### src/core/lpt_map.svh
// register map, field positions and reset values of the low-power periodic timer
`ifndef LPT_MAP_SVH
`define LPT_MAP_SVH

// ****************************************
// register indices (byte address = index * 4)
// ****************************************
`define LPT_IDX_CFG 20'h800B0
`define LPT_IDX_GATE 20'h800B1
`define LPT_IDX_RUN 20'h800B2
`define LPT_IDX_PERIOD 20'h800B4
`define LPT_IDX_PROTECT 20'h800C0
`define LPT_IDX_COUNT 20'h800C1
`define LPT_IDX_LSB 2
`define LPT_IDX_MSB 21
`define LPT_ADDR_HI_LSB 22
`define LPT_ADDR_HI_MSB 31

// ****************************************
// field positions
// ****************************************
`define LPT_PSSEL_LSB 0
`define LPT_PSSEL_MSB 2
`define LPT_CKSEL_BIT 4
`define LPT_CMPEN_BIT 6
`define LPT_GATE_STOP_BIT 0
`define LPT_RUN_BIT 0
`define LPT_CLEAR_BIT 1
`define LPT_WPR_BIT 0
`define LPT_LANE0 0
`define LPT_LANE1 1
`define LPT_BYTE0_LSB 0
`define LPT_BYTE0_MSB 7
`define LPT_BYTE1_LSB 8
`define LPT_BYTE1_MSB 15

// ****************************************
// prescale codes and masks
// ****************************************
`define LPT_PS_DIV2 3'h1
`define LPT_PS_DIV32 3'h5
`define LPT_PS_MASK_ALL 5'h1F
`define LPT_PS_MASK_DIV2 5'h01

// ****************************************
// reset values
// ****************************************
`define LPT_RST_GATE 1'b1
`define LPT_RST_PSSEL 3'h1
`define LPT_RST_PERIOD 16'hFFFF
`define LPT_RST_WPR 1'b0

`endif

### src/core/lpt_pkg.sv
// shared types of the low-power periodic timer
package lpt_pkg;

	typedef enum logic [1:0] {
		LPT_RESP_OKAY = 2'h0,
		LPT_RESP_SLVERR = 2'h2
	} lpt_resp_e;

	typedef enum logic {
		LPT_CLR_IDLE,
		LPT_CLR_BUSY
	} lpt_clr_e;

endpackage

### src/core/lpt_src_sync.sv
// two-flop synchronisers and rising-edge pulses for the oscillator pins
`timescale 1ns/1ps
module lpt_src_sync #(
	parameter int N = 2
) (
	input wire logic ref_clk,
	input wire logic rst,
	input wire logic [N-1:0] oscIn,
	output logic [N-1:0] oscRise
);

	logic [N-1:0] meta_reg;
	logic [N-1:0] sync_reg;
	logic [N-1:0] last_reg;

	genvar i;
	generate
		for (i = 0; i < N; i++) begin : g_ch
			always_ff @(posedge ref_clk or posedge rst) begin
				if (rst) begin
					meta_reg[i] <= 1'b0;
					sync_reg[i] <= 1'b0;
					last_reg[i] <= 1'b0;
				end else begin
					meta_reg[i] <= oscIn[i];
					sync_reg[i] <= meta_reg[i];
					last_reg[i] <= sync_reg[i];
				end
			end
			assign oscRise[i] = sync_reg[i] & ~last_reg[i];
		end
	endgenerate

endmodule

### src/core/lpt_prescaler.sv
// divide-by-2..32 prescaler on source clock ticks
`timescale 1ns/1ps
`include "lpt_map.svh"
module lpt_prescaler #(
	parameter int W = 5
) (
	input wire logic ref_clk,
	input wire logic rst,
	input wire logic tickIn,
	input wire logic clear,
	input wire logic [2:0] code,
	output logic preTick
);

	logic [W-1:0] preCnt_reg;
	logic [W-1:0] preCnt_next;
	logic [W-1:0] mask;
	logic legal;

	// prohibited codes fall back to divide by two
	assign legal = (code >= `LPT_PS_DIV2) && (code <= `LPT_PS_DIV32);
	assign mask = legal ? (`LPT_PS_MASK_ALL >> (`LPT_PS_DIV32 - code)) : `LPT_PS_MASK_DIV2;
	assign preTick = tickIn && !clear && ((preCnt_reg & mask) == mask);
	assign preCnt_next = preTick ? '0 : preCnt_reg + W'(1);

	always_ff @(posedge ref_clk or posedge rst) begin
		if (rst) begin
			preCnt_reg <= '0;
		end else if (clear) begin
			preCnt_reg <= '0;
		end else if (tickIn) begin
			preCnt_reg <= preCnt_next;
		end
	end
endmodule

### src/core/lpt_timer_top.sv
// low-power periodic timer with AXI4-Lite register access
// ****************************************
// Overview of operation
// - Gate bit 0 open lets source clock reach prescaler and counter; 1 blocks it.
// - Run bit 1 with gate open runs prescaler and counter; 0 halts both.
// - Writing 1 to clear bit with gate open resets prescaler and counter on a source edge.
// - Clear bit reads 1 while clearing, drops to 0 by itself when done.
// - 16-bit period value; cycle is source period times ratio times value plus one.
// - Counter equal to period wraps to zero on next count and keeps counting.
// - Unused gate and run bits read zero; software writes zero there.
// - Prescale codes 1 to 5 divide by 2, 4, 8, 16, 32.
// - Source select 0 picks sub-clock oscillator, 1 picks watchdog oscillator.
// - Start by opening the gate, then setting run; counter counts divided ticks.
// ****************************************
`timescale 1ns/1ps
`include "lpt_map.svh"
module lpt_timer_top #(
	parameter int CNT_W = 16
) (
	input wire logic ref_clk,
	input wire logic rst,
	input wire logic subOscIn,
	input wire logic wdtOscIn,
	input wire logic [31:0] s_axi_awaddr,
	input wire logic s_axi_awvalid,
	output logic s_axi_awready,
	input wire logic [31:0] s_axi_wdata,
	input wire logic [3:0] s_axi_wstrb,
	input wire logic s_axi_wvalid,
	output logic s_axi_wready,
	output logic [1:0] s_axi_bresp,
	output logic s_axi_bvalid,
	input wire logic s_axi_bready,
	input wire logic [31:0] s_axi_araddr,
	input wire logic s_axi_arvalid,
	output logic s_axi_arready,
	output logic [31:0] s_axi_rdata,
	output logic [1:0] s_axi_rresp,
	output logic s_axi_rvalid,
	input wire logic s_axi_rready
);

	// ****************************************
	// register state
	// ****************************************
	logic [2:0] prescaleSelect_reg;
	logic sourceClockSelect_reg, compareEnable_reg, clockGateStop_reg, counterRun_reg, writeProtectRelease_reg;
	logic [CNT_W-1:0] periodValue_reg, count_reg, count_next;
	lpt_pkg::lpt_clr_e clrState_reg, clrState_next;

	// ****************************************
	// bus slave state
	// ****************************************
	logic awHeld_reg, awHeld_next, wHeld_reg, wHeld_next, awready_reg, wready_reg, bvalid_reg, bvalid_next;
	logic arready_reg, rvalid_reg, rvalid_next;
	logic [31:0] awAddr_reg, wData_reg, rdata_reg;
	logic [3:0] wStrb_reg;
	logic [1:0] bresp_reg, rresp_reg;

	// ****************************************
	// write channel decode
	// ****************************************
	logic awTake, wTake, doWrite, wUpperOk, wMapped, wAllowed, lane0, lane1;
	logic wHitCfg, wHitGate, wHitRun, wHitPeriod, wHitProtect, wHitCount;
	logic cfgWrite, gateWrite, runWrite, periodWrite, protectWrite, clearRequest;
	logic [19:0] wIdx;

	assign awTake = s_axi_awvalid && awready_reg;
	assign wTake = s_axi_wvalid && wready_reg;
	assign doWrite = awHeld_reg && wHeld_reg;
	assign wIdx = awAddr_reg[`LPT_IDX_MSB:`LPT_IDX_LSB];
	assign wUpperOk = (awAddr_reg[`LPT_ADDR_HI_MSB:`LPT_ADDR_HI_LSB] == '0);
	assign wHitCfg = wUpperOk && (wIdx == `LPT_IDX_CFG);
	assign wHitGate = wUpperOk && (wIdx == `LPT_IDX_GATE);
	assign wHitRun = wUpperOk && (wIdx == `LPT_IDX_RUN);
	assign wHitPeriod = wUpperOk && (wIdx == `LPT_IDX_PERIOD);
	assign wHitProtect = wUpperOk && (wIdx == `LPT_IDX_PROTECT);
	assign wHitCount = wUpperOk && (wIdx == `LPT_IDX_COUNT);
	assign wMapped = wHitCfg || wHitGate || wHitRun || wHitPeriod || wHitProtect || wHitCount;
	// timer registers ignore writes until the protect release bit is set
	assign wAllowed = doWrite && writeProtectRelease_reg;
	assign lane0 = wStrb_reg[`LPT_LANE0];
	assign lane1 = wStrb_reg[`LPT_LANE1];
	assign cfgWrite = wAllowed && wHitCfg && lane0;
	assign gateWrite = wAllowed && wHitGate && lane0;
	assign runWrite = wAllowed && wHitRun && lane0;
	assign periodWrite = wAllowed && wHitPeriod;
	assign protectWrite = doWrite && wHitProtect && lane0;
	// a clear is only accepted while the source clock is supplied
	assign clearRequest = runWrite && wData_reg[`LPT_CLEAR_BIT] && !clockGateStop_reg;

	assign awHeld_next = (awHeld_reg || awTake) && !doWrite;
	assign wHeld_next = (wHeld_reg || wTake) && !doWrite;
	assign bvalid_next = doWrite || (bvalid_reg && !s_axi_bready);

	// ****************************************
	// read channel decode
	// ****************************************
	logic arTake, rUpperOk, rMapped;
	logic rHitCfg, rHitGate, rHitRun, rHitPeriod, rHitProtect, rHitCount;
	logic [19:0] rIdx;
	logic [7:0] cfgView, gateView, runView;
	logic [31:0] rdMux;

	assign arTake = s_axi_arvalid && arready_reg;
	assign rIdx = s_axi_araddr[`LPT_IDX_MSB:`LPT_IDX_LSB];
	assign rUpperOk = (s_axi_araddr[`LPT_ADDR_HI_MSB:`LPT_ADDR_HI_LSB] == '0);
	assign rHitCfg = rUpperOk && (rIdx == `LPT_IDX_CFG);
	assign rHitGate = rUpperOk && (rIdx == `LPT_IDX_GATE);
	assign rHitRun = rUpperOk && (rIdx == `LPT_IDX_RUN);
	assign rHitPeriod = rUpperOk && (rIdx == `LPT_IDX_PERIOD);
	assign rHitProtect = rUpperOk && (rIdx == `LPT_IDX_PROTECT);
	assign rHitCount = rUpperOk && (rIdx == `LPT_IDX_COUNT);
	assign rMapped = rHitCfg || rHitGate || rHitRun || rHitPeriod || rHitProtect || rHitCount;
	assign cfgView = {1'b0, compareEnable_reg, 1'b0, sourceClockSelect_reg, 1'b0, prescaleSelect_reg};
	assign gateView = {7'h00, clockGateStop_reg};
	// clear bit shows the clear still pending on the source clock
	assign runView = {6'h00, clrState_reg == lpt_pkg::LPT_CLR_BUSY, counterRun_reg};
	assign rdMux = rHitCfg ? {24'h000000, cfgView} :
		rHitGate ? {24'h000000, gateView} :
		rHitRun ? {24'h000000, runView} :
		rHitPeriod ? {16'h0000, periodValue_reg} :
		rHitProtect ? {31'h00000000, writeProtectRelease_reg} :
		rHitCount ? {16'h0000, count_reg} : 32'h00000000;
	assign rvalid_next = arTake || (rvalid_reg && !s_axi_rready);

	// ****************************************
	// source clock select, gate and prescaler
	// ****************************************
	logic [1:0] oscRise;
	logic srcTick, gatedTick, runTick, clearNow, preTick;

	lpt_src_sync #(.N(2)) u_sync (
		.ref_clk(ref_clk),
		.rst(rst),
		.oscIn({wdtOscIn, subOscIn}),
		.oscRise(oscRise)
	);

	assign srcTick = sourceClockSelect_reg ? oscRise[1] : oscRise[0];
	assign gatedTick = srcTick && !clockGateStop_reg;
	assign runTick = gatedTick && counterRun_reg;
	assign clearNow = (clrState_reg == lpt_pkg::LPT_CLR_BUSY) && gatedTick;

	lpt_prescaler #(.W(5)) u_pre (
		.ref_clk(ref_clk),
		.rst(rst),
		.tickIn(runTick),
		.clear(clearNow),
		.code(prescaleSelect_reg),
		.preTick(preTick)
	);

	// ****************************************
	// counter and clear handshake
	// ****************************************
	always_comb begin
		count_next = count_reg;
		if (clearNow) begin
			count_next = '0;
		end else if (preTick) begin
			count_next = (count_reg == periodValue_reg) ? '0 : count_reg + CNT_W'(1);
		end
	end

	always_comb begin
		clrState_next = clrState_reg;
		case (clrState_reg)
			lpt_pkg::LPT_CLR_IDLE: begin
				if (clearRequest) begin
					clrState_next = lpt_pkg::LPT_CLR_BUSY;
				end
			end
			lpt_pkg::LPT_CLR_BUSY: begin
				// a new request in the completing cycle keeps the flag set
				if (clearNow && !clearRequest) begin
					clrState_next = lpt_pkg::LPT_CLR_IDLE;
				end
			end
			default: begin
				clrState_next = lpt_pkg::LPT_CLR_IDLE;
			end
		endcase
	end

	always_ff @(posedge ref_clk or posedge rst) begin
		if (rst) begin
			count_reg <= '0;
			clrState_reg <= lpt_pkg::LPT_CLR_IDLE;
		end else begin
			count_reg <= count_next;
			clrState_reg <= clrState_next;
		end
	end

	// ****************************************
	// control registers
	// ****************************************
	always_ff @(posedge ref_clk or posedge rst) begin
		if (rst) begin
			prescaleSelect_reg <= `LPT_RST_PSSEL;
			sourceClockSelect_reg <= 1'b0;
			compareEnable_reg <= 1'b0;
			clockGateStop_reg <= `LPT_RST_GATE;
			counterRun_reg <= 1'b0;
			periodValue_reg <= `LPT_RST_PERIOD;
			writeProtectRelease_reg <= `LPT_RST_WPR;
		end else begin
			if (cfgWrite) begin
				prescaleSelect_reg <= wData_reg[`LPT_PSSEL_MSB:`LPT_PSSEL_LSB];
				sourceClockSelect_reg <= wData_reg[`LPT_CKSEL_BIT];
				compareEnable_reg <= wData_reg[`LPT_CMPEN_BIT];
			end
			if (gateWrite) begin
				clockGateStop_reg <= wData_reg[`LPT_GATE_STOP_BIT];
			end
			if (runWrite) begin
				counterRun_reg <= wData_reg[`LPT_RUN_BIT];
			end
			if (periodWrite && lane0) begin
				periodValue_reg[`LPT_BYTE0_MSB:`LPT_BYTE0_LSB] <= wData_reg[`LPT_BYTE0_MSB:`LPT_BYTE0_LSB];
			end
			if (periodWrite && lane1) begin
				periodValue_reg[`LPT_BYTE1_MSB:`LPT_BYTE1_LSB] <= wData_reg[`LPT_BYTE1_MSB:`LPT_BYTE1_LSB];
			end
			if (protectWrite) begin
				writeProtectRelease_reg <= wData_reg[`LPT_WPR_BIT];
			end
		end
	end

	// ****************************************
	// AXI4-Lite handshakes
	// ****************************************
	always_ff @(posedge ref_clk or posedge rst) begin
		if (rst) begin
			awHeld_reg <= 1'b0;
			wHeld_reg <= 1'b0;
			awAddr_reg <= '0;
			wData_reg <= '0;
			wStrb_reg <= '0;
			awready_reg <= 1'b0;
			wready_reg <= 1'b0;
			bvalid_reg <= 1'b0;
			bresp_reg <= lpt_pkg::LPT_RESP_OKAY;
		end else begin
			awHeld_reg <= awHeld_next;
			wHeld_reg <= wHeld_next;
			awready_reg <= !awHeld_next && !bvalid_next;
			wready_reg <= !wHeld_next && !bvalid_next;
			bvalid_reg <= bvalid_next;
			if (awTake) begin
				awAddr_reg <= s_axi_awaddr;
			end
			if (wTake) begin
				wData_reg <= s_axi_wdata;
				wStrb_reg <= s_axi_wstrb;
			end
			if (doWrite) begin
				bresp_reg <= wMapped ? lpt_pkg::LPT_RESP_OKAY : lpt_pkg::LPT_RESP_SLVERR;
			end
		end
	end

	always_ff @(posedge ref_clk or posedge rst) begin
		if (rst) begin
			arready_reg <= 1'b0;
			rvalid_reg <= 1'b0;
			rdata_reg <= '0;
			rresp_reg <= lpt_pkg::LPT_RESP_OKAY;
		end else begin
			arready_reg <= !rvalid_next;
			rvalid_reg <= rvalid_next;
			if (arTake) begin
				rdata_reg <= rdMux;
				rresp_reg <= rMapped ? lpt_pkg::LPT_RESP_OKAY : lpt_pkg::LPT_RESP_SLVERR;
			end
		end
	end

	assign s_axi_awready = awready_reg;
	assign s_axi_wready = wready_reg;
	assign s_axi_bvalid = bvalid_reg;
	assign s_axi_bresp = bresp_reg;
	assign s_axi_arready = arready_reg;
	assign s_axi_rvalid = rvalid_reg;
	assign s_axi_rdata = rdata_reg;
	assign s_axi_rresp = rresp_reg;
endmodule

### config.mk
export PLATFORM = sky130hd
export DESIGN_NAME = lpt_timer_top
export DESIGN_NICKNAME = d
export VERILOG_FILES = /design/src/core/lpt_pkg.sv /design/src/core/lpt_src_sync.sv /design/src/core/lpt_prescaler.sv /design/src/core/lpt_timer_top.sv
export VERILOG_INCLUDE_DIRS = /design/src /design/src/core
export SDC_FILE = /design/constraint.sdc
export NUM_CORES = 1
export LEC_CHECK = 0
export BUFFER_PORTS_ARGS = -buffer_cell sky130_fd_sc_hd__buf_2
export CORE_UTILIZATION = 47
export DETAILED_ROUTE_END_ITERATION = 8
export PLACE_DENSITY = 0.72
export SLEW_MARGIN = 5
export SYNTH_ARGS = -nofsm -noshare
export SYNTH_HDL_FRONTEND = slang
export SYNTH_SLANG_ARGS = --single-unit
### constraint.sdc
create_clock -name ref_clk -period 7.7 [get_ports ref_clk]
set_clock_uncertainty 0.1 [all_clocks]
set_input_delay 0.77 -clock ref_clk [delete_from_list [all_inputs] [get_ports ref_clk]]
set_output_delay 0.77 -clock ref_clk [all_outputs]
set_load 0.05 [all_outputs]
Word-level counts from Yosys, hierarchy flattened
Cells that the tools add are included.
{ "word_totals": {"ff_bits": 145, "in_bits": 109, "output_inout_bits": 41, "word_cells": 146} }
{ "classes": {"add_sub_neg": 3, "order_cmp": 2, "eq_ne": 14, "n_shift": 1, "mux": 19, "bitwise": 6, "n_reduce_logical": 71} }
{ "ops": {"columns": ["cell", "n"], "rows": [
  ["equality test 20 bit (second input constant)", 12],
  ["2-to-1 mux 16 bit", 9],
  ["logical AND 1 bit", 43],
  ["zero test 10 bit", 2],
  ["2-to-1 mux 5 bit", 4],
  ["adder 16 x 1 -> 16 bit (second input constant)", 1],
  ["equality test 16 bit", 1],
  ["logical OR 1 bit", 14],
  ["zero test 1 bit", 10],
  ["adder 5 x 1 -> 5 bit (second input constant)", 1],
  ["bitwise AND 5 bit", 1],
  ["equality test 5 bit", 1],
  [">> shifter 5 x 3 -> 5 bit (first input constant)", 1],
  ["2-to-1 mux 2 bit", 2],
  ["nonzero test 2 bit", 2],
  ["greater-or-equal comparator 3 x 1 -> 1 bit (second input constant)", 1],
  ["less-or-equal comparator 3 bit (second input constant)", 1],
  ["2-to-1 mux 1 bit", 3],
  ["inverter 1 bit", 3],
  ["subtractor 3 bit (first input constant)", 1],
  ["bitwise AND 1 bit", 2],
  ["one-hot mux 1 bit (2 select lines)", 1]
]} }

Longest topological paths before layout
{ "logic_depth": {"ltp_word": 11, "mapped_depth": 9, "ltp_nobuf": 8} }

Hierarchy
From an unflattened synthesis, not the netlist that was laid out.
{ "unflattened": {"cells_unflattened": 503, "area_unflattened_um2": 5954.5} }
{ "by_module_without_submodules": {"columns": ["module", "n_inst", "cells_each", "area_per_inst_um2", "seq_area_each_um2"], "rows": [
  ["lpt_timer_top", 1, 449, 5357.6, 2875.3],
  ["lpt_prescaler", 1, 45, 415.4, 125.1],
  ["lpt_src_sync", 1, 9, 181.4, 150.1]
]} }

Worst setup path before layout
No wires, ideal clock.
{ "synth_timing": {"path_kind": "in2reg", "start": "input port s_axi_araddr[13]", "end": "register rdata_reg[4] (netlist: s_axi_rdata[4])", "setup_ns": 0.083, "t_arrival_ns": 2.467, "t_required_ns": 7.517, "setup_slack_ns": 5.051, "stages": 7, "n_path_buf": 1, "path_cell_list": "or4_1 nor3_1 nand4b_1 nor3_2 buf_2 a22oi_1 o21ai_0"} }
{ "synth_between": {"elab_chain_cells": 8, "elab_cells_between_ends": 18, "cone_classes": "eq/ne: 6; mux: 6; reduce/logical: 6"} }
{ "synth_rtl": {"columns": ["item", "line", "text"], "rows": [
  ["start: declaration", "lpt_timer_top.sv:34", "input wire logic [31:0] s_axi_araddr,"],
  ["equality test 20 bit (no source line)", null, null],
  ["logical AND 1 bit", "lpt_timer_top.sv:113", "assign rHitCount = rUpperOk && (rIdx == `LPT_IDX_COUNT);"],
  ["2-to-1 mux 16 bit", "lpt_timer_top.sv:124", "rHitCount ? {16'h0000, count_reg} : 32'h00000000;"],
  ["2-to-1 mux 16 bit", "lpt_timer_top.sv:123", "rHitProtect ? {31'h00000000, writeProtectRelease_reg} :"],
  ["2-to-1 mux 16 bit", "lpt_timer_top.sv:122", "rHitPeriod ? {16'h0000, periodValue_reg} :"],
  ["2-to-1 mux 16 bit", "lpt_timer_top.sv:121", "rHitRun ? {24'h000000, runView} :"],
  ["2-to-1 mux 16 bit", "lpt_timer_top.sv:120", "rHitGate ? {24'h000000, gateView} :"],
  ["2-to-1 mux 16 bit *", "lpt_timer_top.sv:119", "assign rdMux = rHitCfg ? {24'h000000, cfgView} :"],
  ["end signal: assignment", "lpt_timer_top.sv:275", "rdata_reg <= rdMux;"],
  ["end: declaration", "lpt_timer_top.sv:56", "logic [31:0] awAddr_reg, wData_reg, rdata_reg;"]
]} }
Mark *: on every way between the ends. The rest lies on a longest branch, timed or not.
A chain may end at the register's enable or synchronous reset.

Worst setup path in the final report
{ "layout_timing": {"start": "register sourceClockSelect_reg", "end": "register count_reg[8]"} }
{ "layout_between": {"elab_chain_cells": 7, "elab_cells_between_ends": 9, "cone_classes": "mux: 2; reduce/logical: 7"} }
{ "layout_rtl": {"columns": ["item", "line", "text"], "rows": [
  ["start: declaration", "lpt_timer_top.sv:47", "logic sourceClockSelect_reg, compareEnable_reg, clockGateStop_reg, counterRun_reg, writeProtectRelease_reg;"],
  ["start signal: assignment", "lpt_timer_top.sv:211", "sourceClockSelect_reg <= wData_reg[`LPT_CKSEL_BIT];"],
  ["2-to-1 mux 1 bit *", "lpt_timer_top.sv:140", "assign srcTick = sourceClockSelect_reg ? oscRise[1] : oscRise[0];"],
  ["logical AND 1 bit *", "lpt_timer_top.sv:141", "assign gatedTick = srcTick && !clockGateStop_reg;"],
  ["logical AND 1 bit", "lpt_timer_top.sv:143", "assign clearNow = (clrState_reg == lpt_pkg::LPT_CLR_BUSY) && gatedTick;"],
  ["zero test 1 bit", "lpt_prescaler.sv:23", "assign preTick = tickIn && !clear && ((preCnt_reg & mask) == mask);"],
  ["logical AND 1 bit (2 in a row)", "lpt_prescaler.sv:23", null],
  ["nonzero test 2 bit (no source line)", null, null],
  ["end signal: assignment", "lpt_timer_top.sv:191", "count_reg <= count_next;"],
  ["end: declaration", "lpt_timer_top.sv:48", "logic [CNT_W-1:0] periodValue_reg, count_reg, count_next;"]
]} }
Marks and branches as above.

==> summary.txt <==
Die
  – FP Rows: 40
  – Die area: 13100 sq um
  – Die X: 115 um
  – Die H: 115 um
  – Io pins: 150
  – Core outline area: 12200 sq um
  – Initial Util: 48.9%

Place
  – Detailed placer's ending HPWL: 9510 um
  – Buffers on Ports: 109
  – Post-DP Area: 6570 sq um
  – Global placement routability congestion: 0.868
  – Placed cell count: 782

Synth
  – Top cell type's share of synthesized area: 45.0%
  – Synth top area cells: dfrtp_1, mux2_2, dfstp_2, nand2_1, xnor2_1
  – Post-Synthesis Cells: 524
  – Post-synth top area cell: dfrtp_1
  – Ys flop type: dfrtp_1
  – Synthesized area per cell: 11.4 sq um
  – Number of flops mapped to enable cells by yosys: 0
  – Seq/Total Area, Yosys: 52.9%
  – Synthesized flop and latch total: 125
  – Async S/R FF share, synth: 100%
  – Warnings from Yosys: 0
  – Mapped cell area: 5950 sq um
  – Cell variety after synth: 57

Timing
  – Final period util: 41.1%
  – Post-route minimum period: 3.17 ns
  – Fin. max-slew vios: 0
  – Final hold violations: 0
  – Worst slew pin tran: 1.20 ns
  – RSZ-0062 raised after global routing: false
  – Max transition margin: 19.7%
  – Setup-failing EPs final: 0
  – FMAX: 316 MHz
  – Setup_tns: 0 ns
  – Tightest hold margin: 0.250 ns

Pwr
  – Reg power frac: 44.4%
  – Switching share of power: 27.6%
  – Clk network pwr share: 38.1%
  – Leak pwr: 3.18 nW
  – Pwr Density: 287 nW/um^2
  – Net Switching: 0.567 mW
  – Worst vdd ir: 0.213 mV
  – Int Pwr: 1.48 mW
  – Logic pwr share: 17.5%

Hold path
  – Min-delay src: u_sync.meta_reg[0]$_DFF_PP0_
  – Hold EP: u_sync.sync_reg[0]$_DFF_PP0_
  – Worst min path class: reg2reg
  – Hold Path Stages: 0

Finish
  – Antenna cells: 0
  – Synthesis-to-layout area growth: 20.3%
  – Layout Utilization: 58.9%
  – Max reg flops: 30
  – Layout cells sized above 1: 37.0%
  – Design area: 7160 sq um
  – Final net count: 747
  – Filler instances: 1043
  – Non-filler cells, final: 814

Detailed routing
  – Number of remaining DRC errors: 0
  – Via-to-Cell Ratio: 5.43
  – Routed WL: 12900 um
  – Via Count: 4419
  – Routed length per instance: 15.8 um
  – DRT iter0 DRCs: 221
  – Post-detailed-route count of antenna-violating nets: 0
  – DRT Pass-1 Iters: 5

Clock network
  – Clock Sink Count: 125
  – Max H-tree Level: 4
  – CTS Hold Bufs: 0
  – CTS buffer count: 17
  – Clock-pin slew on the worst setup and hold paths: 0.05 ns
  – Setup Fix Bufs, Post-CTS: 0
  – Max Root-Sink Buffers: 2
  – Post-CTS Resized: 0
  – Worst-Skew Late Latency: 0.41 ns
  – Root buffer cell: clkbuf_16
  – TritonCTS clock tree: done

Setup path
  – Setup crit start kind: flip-flop
  – Critical Path RT: 7.93 ns
  – Critical path capture point type: flip-flop
  – Worst r2r path cells: 6
  – Reg-to-reg endpoint: count_reg[8]$_DFFE_PP0P_
  – WS Path Type: reg2reg
  – Reg2Reg Setup Slack: 4.53 ns
  – Worst EP arrival: 3.40 ns
  – Crit Path Max Fanout: 15
  – Worst r2r src: sourceClockSelect_reg$_DFFE_PP0P_

GRT
  – Number of global-route vias before repair: 4441
  – Largest net degree at the start of global routing: 88
  – First-pass GRT wire length: 21400 um
  – Aggregate global-route resource usage: 21.3%
  – Initial antenna violation count: 1
  – Grt ovf: 0

Job
  – Max_cap viols: 0

Outcome
  – Status: finished, final reports clean
## cells by family (layout without fill, tap and decap cells)
family	after synthesis	in the layout	share of synthesized area [%]
simple gates	156	156	14.5
buf+inv	50	155	4.33
xor+xnor	19	19	2.80
flops	125	125	52.9
fa+ha+maj	6	6	1.22
other cells	1	18	0.0630
mux	77	77	14.5
compound gates	90	90	9.65
## how the worst max path moves through the flow
stage,start,slack [ns],cells past startpoint,to
global route,sourceClockSelect_reg$_DFFE_PP0P_,4.34,6,count_reg[10]$_DFFE_PP0P_
CTS,sourceClockSelect_reg$_DFFE_PP0P_,4.59,6,count_reg[12]$_DFFE_PP0P_
detailed placement,s_axi_araddr[13],4.34,7,s_axi_rdata[12]$_DFFE_PP0P_
finish,sourceClockSelect_reg$_DFFE_PP0P_,4.53,6,count_reg[8]$_DFFE_PP0P_
global placement,s_axi_araddr[13],4.36,7,s_axi_rdata[12]$_DFFE_PP0P_
floorplan,rst,3.53,1,awAddr_reg[10]$_DFFE_PP0P_
## cell usage after synthesis (all sizes together) (7+ instances only)
master  number
nor4         7
or4          8
nor2        30
clkbuf      16
inv         13
nand4       11
nand3       12
a21oi       19
dfrtp      107
mux2        73
nand2       39
o31ai        9
a22oi       13
buf         21
nor3        17
xnor2       16
dfstp       18
o21ai       26
## per-stage QoR
stage	setup slack (ns)	total power, mW
floorplan	3.53	1.19
global placement	4.36	1.26
detailed placement	4.34	1.29
CTS	4.59	2.07
global route	4.34	2.15
finish	4.53	2.05
## layout by cell type (no fill, tap or decap), types with 5 or more instances in the layout
cell and n:
nand4_1 11, mux2_2 72, clkbuf_16 17, o21ai_0 26, dfrtp_1 107, nor2_1 30, nor4b_1 5, dfstp_2 18
nor4_1 5, buf_2 109, ha_1 5, nor3_1 16, conb_1 18, nand3_1 12, a22oi_1 13, nand2_1 39
a21oi_1 19, or4_1 8, xnor2_1 16, o31ai_1 9, inv_1 12
## worst max-delay path, stage by stage, from the launching register on
cell	delay [ns]
dfrtp_1	0.44
nor4b_1	0.51
nor2_1	0.16
nor2_1	0.68
a21oi_1	0.44
or4_1	0.60
a21oi_1	0.16
## area by class of cell
class                           count  area (sq um)  area share [%]
Multi-Input combinational cell    366          2610            36.4
Inverter                           13          51.3           0.717
Clock buffer                       22           474            6.62
Tap cell                          168           210            2.94
Clock inverter                     10           113            1.57
Sequential cell                   125          3150            44.0
Timing Repair Buffer              110           553            7.72
## power groups by stage
stage | logic (mW) | clock network [mW] | registers (mW)
6_report | 0.359 | 0.781 | 0.912
3_3_place_gp | 0.349 | 0 | 0.911
3_5_place_dp | 0.364 | 0 | 0.922
5_1_grt | 0.394 | 0.827 | 0.933
2_1_floorplan | 0.263 | 0 | 0.926
4_1_cts | 0.365 | 0.794 | 0.912
## metal layers
layer	routed length (um)	up-vias	track usage, %
met2	6220	141	34.1
li1	-	2093	-
met1	5610	2161	27.1
met5	0	-	0
met4	286	0	9.18
met3	778	24	6.09
No activity file was read; power rests on OpenSTA's default activity.
